<file path="config.mk">
export PLATFORM = sky130hd
export DESIGN_NAME = latching_contact_control
export DESIGN_NICKNAME = d
export VERILOG_FILES = /design/src/design/latch_contact_pkg.sv /design/src/design/latching_contact_control.sv /design/src/design/pin_sync.sv
export SDC_FILE = /design/constraint.sdc
export NUM_CORES = 1
export LEC_CHECK = 0
export BUFFER_PORTS_ARGS = -buffer_cell sky130_fd_sc_hd__buf_2
export CORE_MARGIN = 8
export CORE_UTILIZATION = 35
export CTS_CLUSTER_DIAMETER = 60
export DETAILED_ROUTE_END_ITERATION = 7
export GPL_ROUTABILITY_DRIVEN = 0
export HOLD_SLACK_MARGIN = 0.1
export PLACE_DENSITY = 0.59
export SLEW_MARGIN = 30
export SYNTH_ARGS = -nofsm -noshare
export SYNTH_HDL_FRONTEND = slang
export SYNTH_SLANG_ARGS = --single-unit
</file>
<file path="constraint.sdc">
create_clock -name clk_sys -period 6 [get_ports clk_sys]
set_clock_uncertainty 0.2 [all_clocks]
set_input_delay 1.2 -clock clk_sys [delete_from_list [all_inputs] [get_ports clk_sys]]
set_output_delay 1.2 -clock clk_sys [all_outputs]
set_load 0.01 [all_outputs]
</file>
<file path="src/design/latch_contact_pkg.sv">
package latch_contact_pkg;

  localparam int unsigned OPERAND_COUNT = 64;
  localparam int unsigned SEL_WIDTH     = 6;
  localparam int unsigned CLK_HZ        = 100_000_000;
  // coil pulse ceiling before discrepancy is declared, in ms
  localparam int unsigned COIL_TIMEOUT_MS = 50;
  localparam int unsigned COIL_TIMEOUT_CYCLES = (CLK_HZ / 1000) * COIL_TIMEOUT_MS;
  localparam int unsigned TIMER_WIDTH   = 24;

  // register map, word aligned byte offsets
  localparam logic [7:0] REG_CONFIG = 8'h00;
  localparam logic [7:0] REG_STATUS = 8'h04;
  localparam logic [7:0] REG_EVENTS = 8'h08;

  // config field positions
  localparam int unsigned CFG_CLOSE_LSB = 0;
  localparam int unsigned CFG_OPEN_LSB  = 8;
  localparam int unsigned CFG_PRIO_BIT  = 16;
  localparam int unsigned CFG_EVT_BIT   = 17;
  localparam logic [31:0] CFG_RESET     = 32'h0000_0000;

  typedef enum logic [0:0] {
    PRIO_CLOSE_WINS = 1'b0,
    PRIO_OPEN_WINS  = 1'b1
  } conflict_priority_type;

  typedef enum logic [1:0] {
    ST_STARTUP = 2'b00,
    ST_IDLE    = 2'b01,
    ST_CLOSING = 2'b10,
    ST_OPENING = 2'b11
  } coil_state_type;

endpackage

</file>
<file path="src/design/latching_contact_control.sv">
`timescale 1ns/1ns
// Summary of operation
// - close request energises close coil, sealed in
// - closed and no open request: ignore close chatter
// - open request energises open coil, sealed in
// - open and no close request: ignore open chatter
// - both requests: priority setting picks outcome
// - read back position at startup before acting
// - readback disagrees with command: declare error
// - error drives fault operand and logs event
// - log each contact change when logging enabled
module latching_contact_control (
  input  wire logic                                        clk_sys,
  input  wire logic                                        rst_n,
  input  wire logic                                        pass_strobe,
  input  wire logic [latch_contact_pkg::OPERAND_COUNT-1:0] operands,
  input  wire logic                                        contact_readback,
  output logic                                             close_coil_q,
  output logic                                             open_coil_q,
  output logic                                             commanded_q,
  output logic                                             latch_fault_q,
  output logic                                             event_pulse_q,
  output logic                                             event_is_fault_q,
  input  wire logic                                        wb_cyc_i,
  input  wire logic                                        wb_stb_i,
  input  wire logic                                        wb_we_i,
  input  wire logic [7:0]                                  wb_adr_i,
  input  wire logic [3:0]                                  wb_sel_i,
  input  wire logic [31:0]                                 wb_dat_i,
  output logic [31:0]                                      wb_dat_o,
  output logic                                             wb_ack_o
);
  import latch_contact_pkg::*;

  logic                   pos_sync;
  logic [31:0]            cfg_q,       cfg_d;
  logic [15:0]            evt_count_q, evt_count_d;
  logic [31:0]            dat_q,       dat_d;
  logic                   ack_q,       ack_d;
  coil_state_type         state_q,     state_d;
  logic                   close_d,     open_d,  cmd_d;
  logic                   fault_d,     evt_d,   evt_fault_d;
  logic [TIMER_WIDTH-1:0] timer_q,     timer_d;
  logic                   pos_prev_q,  pos_prev_d;
  logic                   close_req,   open_req;
  logic [SEL_WIDTH-1:0]   close_sel,   open_sel;
  conflict_priority_type  prio;
  logic                   evt_enable;

  pin_sync u_pos_sync (
    .clk_sys (clk_sys),
    .rst_n   (rst_n),
    .pin_in  (contact_readback),
    .level_q (pos_sync)
  );

  function automatic logic [31:0] merge_bytes(input logic [31:0] old_v,
                                              input logic [31:0] new_v,
                                              input logic [3:0]  sel);
    logic [31:0] r;
    r = old_v;
    for (int i = 0; i < 4; i++) begin
      if (sel[i]) begin
        r[i*8 +: 8] = new_v[i*8 +: 8];
      end
    end
    return r;
  endfunction

  assign close_sel  = cfg_q[CFG_CLOSE_LSB +: SEL_WIDTH];
  assign open_sel   = cfg_q[CFG_OPEN_LSB +: SEL_WIDTH];
  assign prio       = conflict_priority_type'(cfg_q[CFG_PRIO_BIT]);
  assign evt_enable = cfg_q[CFG_EVT_BIT];
  assign close_req  = operands[close_sel];
  assign open_req   = operands[open_sel];

  // wishbone slave: one wait state, ack drops the cycle after
  always_comb begin
    cfg_d = cfg_q;
    ack_d = 1'b0;
    dat_d = dat_q;
    if (wb_cyc_i && wb_stb_i && !ack_q) begin
      ack_d = 1'b1;
      case (wb_adr_i)
        REG_CONFIG: begin
          dat_d = cfg_q;
          if (wb_we_i) begin
            cfg_d = merge_bytes(cfg_q, wb_dat_i, wb_sel_i);
          end
        end
        REG_STATUS: dat_d = {25'h0, commanded_q, state_q, latch_fault_q, pos_sync,
                             open_coil_q, close_coil_q};
        REG_EVENTS: dat_d = {16'h0, evt_count_q};
        default:    dat_d = 32'h0;
      endcase
    end
  end

  always_ff @(posedge clk_sys or negedge rst_n) begin
    if (!rst_n) begin
      cfg_q <= CFG_RESET;
      ack_q <= 1'b0;
      dat_q <= 32'h0;
    end else begin
      cfg_q <= cfg_d;
      ack_q <= ack_d;
      dat_q <= dat_d;
    end
  end

  assign wb_ack_o = ack_q;
  assign wb_dat_o = dat_q;

  // coil control: requests evaluated on each protection pass in idle, pulse end checked every cycle, drift every idle cycle without a pass strobe
  always_comb begin
    state_d     = state_q;
    close_d     = close_coil_q;
    open_d      = open_coil_q;
    cmd_d       = commanded_q;
    fault_d     = latch_fault_q;
    timer_d     = timer_q;
    pos_prev_d  = pos_prev_q;
    evt_d       = 1'b0;
    evt_fault_d = 1'b0;
    evt_count_d = evt_count_q;
    if (state_q != ST_STARTUP && timer_q != '0) begin
      timer_d = timer_q - 1'b1;
    end
    case (state_q)
      ST_STARTUP: begin
        if (pass_strobe) begin
          cmd_d      = pos_sync;
          pos_prev_d = pos_sync;
          state_d    = ST_IDLE;
        end
      end
      ST_IDLE: begin
        if (pass_strobe) begin
          if (close_req && open_req) begin
            cmd_d = (prio == PRIO_CLOSE_WINS);
          end else if (close_req) begin
            cmd_d = 1'b1;
          end else if (open_req) begin
            cmd_d = 1'b0;
          end
          if (cmd_d && !pos_sync) begin
            close_d = 1'b1;
            timer_d = TIMER_WIDTH'(COIL_TIMEOUT_CYCLES);
            state_d = ST_CLOSING;
          end else if (!cmd_d && pos_sync) begin
            open_d  = 1'b1;
            timer_d = TIMER_WIDTH'(COIL_TIMEOUT_CYCLES);
            state_d = ST_OPENING;
          end else if (pos_sync != cmd_d) begin
            fault_d = 1'b1;
          end
        end
      end
      ST_CLOSING, ST_OPENING: begin
        if (pos_sync == commanded_q) begin
          close_d = 1'b0;
          open_d  = 1'b0;
          fault_d = 1'b0;
          state_d = ST_IDLE;
        end else if (timer_q == '0) begin
          close_d = 1'b0;
          open_d  = 1'b0;
          state_d = ST_IDLE;
          if (!latch_fault_q) begin
            fault_d     = 1'b1;
            evt_d       = 1'b1;
            evt_fault_d = 1'b1;
          end
        end
      end
      default: state_d = ST_STARTUP;
    endcase
    // settled contact moved away from command without a pulse
    if (state_q == ST_IDLE && pos_sync != commanded_q && !latch_fault_q && !pass_strobe) begin
      fault_d     = 1'b1;
      evt_d       = 1'b1;
      evt_fault_d = 1'b1;
    end
    if (state_q != ST_STARTUP && pos_sync != pos_prev_q) begin
      pos_prev_d = pos_sync;
      if (evt_enable && !evt_d) begin
        evt_d = 1'b1;
      end
    end
    if (evt_d) begin
      evt_count_d = evt_count_q + 16'h1;
    end
  end

  always_ff @(posedge clk_sys or negedge rst_n) begin
    if (!rst_n) begin
      state_q          <= ST_STARTUP;
      close_coil_q     <= 1'b0;
      open_coil_q      <= 1'b0;
      commanded_q      <= 1'b0;
      latch_fault_q    <= 1'b0;
      timer_q          <= '0;
      pos_prev_q       <= 1'b0;
      event_pulse_q    <= 1'b0;
      event_is_fault_q <= 1'b0;
      evt_count_q      <= 16'h0;
    end else begin
      state_q          <= state_d;
      close_coil_q     <= close_d;
      open_coil_q      <= open_d;
      commanded_q      <= cmd_d;
      latch_fault_q    <= fault_d;
      timer_q          <= timer_d;
      pos_prev_q       <= pos_prev_d;
      event_pulse_q    <= evt_d;
      event_is_fault_q <= evt_fault_d;
      evt_count_q      <= evt_count_d;
    end
  end
endmodule

</file>
<file path="src/design/pin_sync.sv">
`timescale 1ns/1ns
module pin_sync (
  input  wire logic clk_sys,
  input  wire logic rst_n,
  input  wire logic pin_in,
  output logic      level_q
);
  logic [2:0] stage_q;
  logic [2:0] stage_d;
  logic       level_d;

  // stage 0 feeds only stage 1; accept once stages 1 and 2 agree
  always_comb begin
    stage_d = {stage_q[1:0], pin_in};
    level_d = (stage_q[2] == stage_q[1]) ? stage_q[2] : level_q;
  end

  always_ff @(posedge clk_sys or negedge rst_n) begin
    if (!rst_n) begin
      stage_q <= 3'h0;
      level_q <= 1'b0;
    end else begin
      stage_q <= stage_d;
      level_q <= level_d;
    end
  end
endmodule

</file>
==> metrics <==
Starting DRT DRC Count=about 300; post-route cell area=between 8000 and 9000 sq um; drt pass-1 iters=4; Core ar.=18500 sq um; global router's overall resource usage=0.160; grt ovf=0; root buffer cell=clkbuf_16; reg2reg setup slack=approximately 1.9 ns; P_leak=approximately 0.0037 uW; Hold WS=between 0.15 and 0.2 ns; vias in the first global route=~5600; TritonCTS clock tree=yes; Resize count post-CTS=0; crit path buf inv count=3; Die Area=23200 sq um; Critical Path End Type=register; port bufs=approximately 150; Max clock buf depth=2; switching share of power=0.284; post-synthesis cell area=roughly 6500 sq um; Starting Density=0.352; total power divided by cell area=a little over 300 nW/um^2; Synth Register Bits=around 120; Min-Delay Path Class=register to register; Crit-path slowest cell=or4_1; commonest non-fill, non-tap cells in the layout=152 x buf_2, 118 x dfrtp_1, 66 x mux2i_1; RSZ-0062 raised after global routing=no; asr flop ratio synth=1.00; placed cell areas=between 7000 and 8000 sq um; setup TNS=0 ns; Nets=~870; Rel. slew slack=0.487; element type at the critical path start=input port; Syn Area/Cell=approximately 11 sq um; Tcrit/Tclk final=0.686; clk slew on worst S/H paths=approximately 0.050 ns; drt total wl=approximately 19000 um; count of cell types in the netlist=between 50 and 60; I/O pins=roughly 150; Die Wd=152 um; fill count=1769; commonest non-fill, non-tap cell in the layout=buf_2; synth warn=0; CTS Buf Count=17; max_cap viols=0; delay-heaviest family, CP=compound AO/OA/AOI/OAI gates; syn_nets=between 700 and 800; sequential-to-total area share from yosys stat=0.454; Seq pwr share=0.384; Final Setup Violations=0; Worst Path Arrival=between 4 and 5 ns; multi-input logic area=between 3000 and 4000 sq um; vias per std cell=~5.4; Area Overhead vs Synth=25.1%; worst path cell trace=buf_2 > mux4_2 > nor2b_1 > a211oi_2 > a2111oi_0 > or4_1 > o21ai_2 > buf_4 > inv_2 > ha_1 > nor2_1 > o21ai_0 > a221o_1 > a31oi_1; Site Rows=50; Worst-Margin Slew=0.768 ns; Clock power frac=0.447; Clock Sinks=118; synthesized instance count=between 600 and 700; DPL Wire Length=13800 um; H-tree depth=4; biggest cell delay along the critical path=~0.52 ns; worst-path fanout max=20; hold buffer count at CTS=0; Final Hold Vio Count=0; layout cells sized above 1=0.327; total internal power=approximately 1800 uW; initial antenna violation count=5; global-route wire length before repair=about 30000 um; DRC=0; status=complete, no violations; Max Transition Viols Final=0; WS Path Type=input port to register; largest net degree at the start of global routing=between 60 and 70; worst skew pair latency=between 0.4 and 0.5 ns; min Tclk post-route=just over 4 ns; critical path data required time=just over 6 ns; post-CTS setup buffer count=0; NetSw=just over 700 uW; Peak Freq=243 MHz; Chip Height=around 150 um; VDD IR max=191 uV; Vias=5350; Final ANT Viol Nets=0; sequential cell area=roughly 3000 sq um; number of synthesized flops with an enable pin=0; Routed WL per cell=18.8 um; combinational power share=0.169; ys flop type=dfrtp_1
power by group through the flow:
| stage | registers, uW | logic, uW | clock network (uW) |
|---|---|---|---|
| after floorplan | 942 | 294 | 0 |
| after global placement | 982 | 416 | 0 |
| after detailed placement | 980 | 425 | 0 |
| after CTS | 967 | 427 | 1150 |
| after global routing | 980 | 476 | 1180 |
| final | 968 | 426 | 1130 |
logic make-up after synthesis:
logic type	after synthesis	share of synthesized area
AOI/OAI and AO/OA	111	0.122
xor gates and xnor gates	40	0.0539
adders and majority gates	5	0.00923
buffers and inverters	47	0.0358
DFF	118	0.454
muxes	107	0.186
and+or+nand+nor	174	0.139
Yosys cell counts, drive strengths merged, types with 13 or more instances:
cell	n	area [sq um]
dfrtp	118	2950
nand3	25	125
xnor2	21	184
nor2	27	101
a22o	16	140
a22oi	13	97.6
o21ai	15	78.8
clkbuf	21	78.8
a211oi	18	145
buf	16	116
mux2i	66	661
nand2	49	184
a21oi	17	85.1
nand4	14	87.6
xor2	19	166
mux2	33	372
registers in the layout (all words and copies together), names as in the netlist, 2 cells and up:
| name | cells |
|---|---|
| wb_dat_o | 32 |
| evt_count_q | 16 |
| cfg_q | 32 |
| u_pos_sync.stage_q | 3 |
| timer_q | 24 |
| state_q | 2 |
per-stage QoR:
stage | worst slack [ns] | total power (uW) | std cells | utilization
2_1_floorplan | 2.12 | 1240 | 602 | -
3_3_place_gp | 1.56 | 1400 | 959 | 0.403
3_5_place_dp | 1.48 | 1410 | 960 | 0.404
4_1_cts | 1.66 | 2540 | 991 | 0.439
5_1_grt | 1.67 | 2640 | 995 | 0.441
6_report | 1.88 | 2520 | 995 | 0.441
worst register-to-register path, cell delays in order, from the launching register on:
cell,delay (ns)
dfrtp_1,0.60
buf_4,0.45
mux4_2,0.55
mux2i_1,0.17
and2_1,0.15
o211ai_1,0.11
a31oi_1,0.23
o21ai_2,0.06
buf_4,0.21
inv_2,0.16
ha_1,0.23
inv_1,0.10
nor2_2,0.55
a211oi_1,0.14
worst paths after layout:
kind | startpoint | endpoint | cells past startpoint
setup / recovery | operands[13] | latch_fault_q$_DFFE_PN0P_ | 14
hold / removal | u_pos_sync.stage_q[0]$_DFF_PN0_ | u_pos_sync.stage_q[1]$_DFF_PN0_ | 0
setup reg to reg | cfg_q[8]$_DFFE_PN0P_ | timer_q[20]$_DFF_PN0_ | 13
hold reg to reg | u_pos_sync.stage_q[0]$_DFF_PN0_ | u_pos_sync.stage_q[1]$_DFF_PN0_ | 0
max in group asynchronous | rst_n | cfg_q[26]$_DFFE_PN0P_ | 2
min in group asynchronous | rst_n | cfg_q[0]$_DFFE_PN0P_ | 1
cell type report:
type / instances / share of cell area
antenna: 3 / 0.000923
clock buffer: 20 / 0.0561
clock inverter: 11 / 0.0243
inverter: 10 / 0.00461
multi-input combinational: 437 / 0.411
sequential: 118 / 0.363
tap: 234 / 0.0360
timing repair buffer: 162 / 0.105
metal layers:
metal,share of wire,global-route usage,vias to the layer above
li1,-,-,2527
met1,0.44,0.200,2647
met2,0.48,0.260,150
met3,0.060,0.0522,22
met4,0.015,0.0476,4
met5,0.0014,0,-
Note: power is estimated with default switching activity, not from simulation.
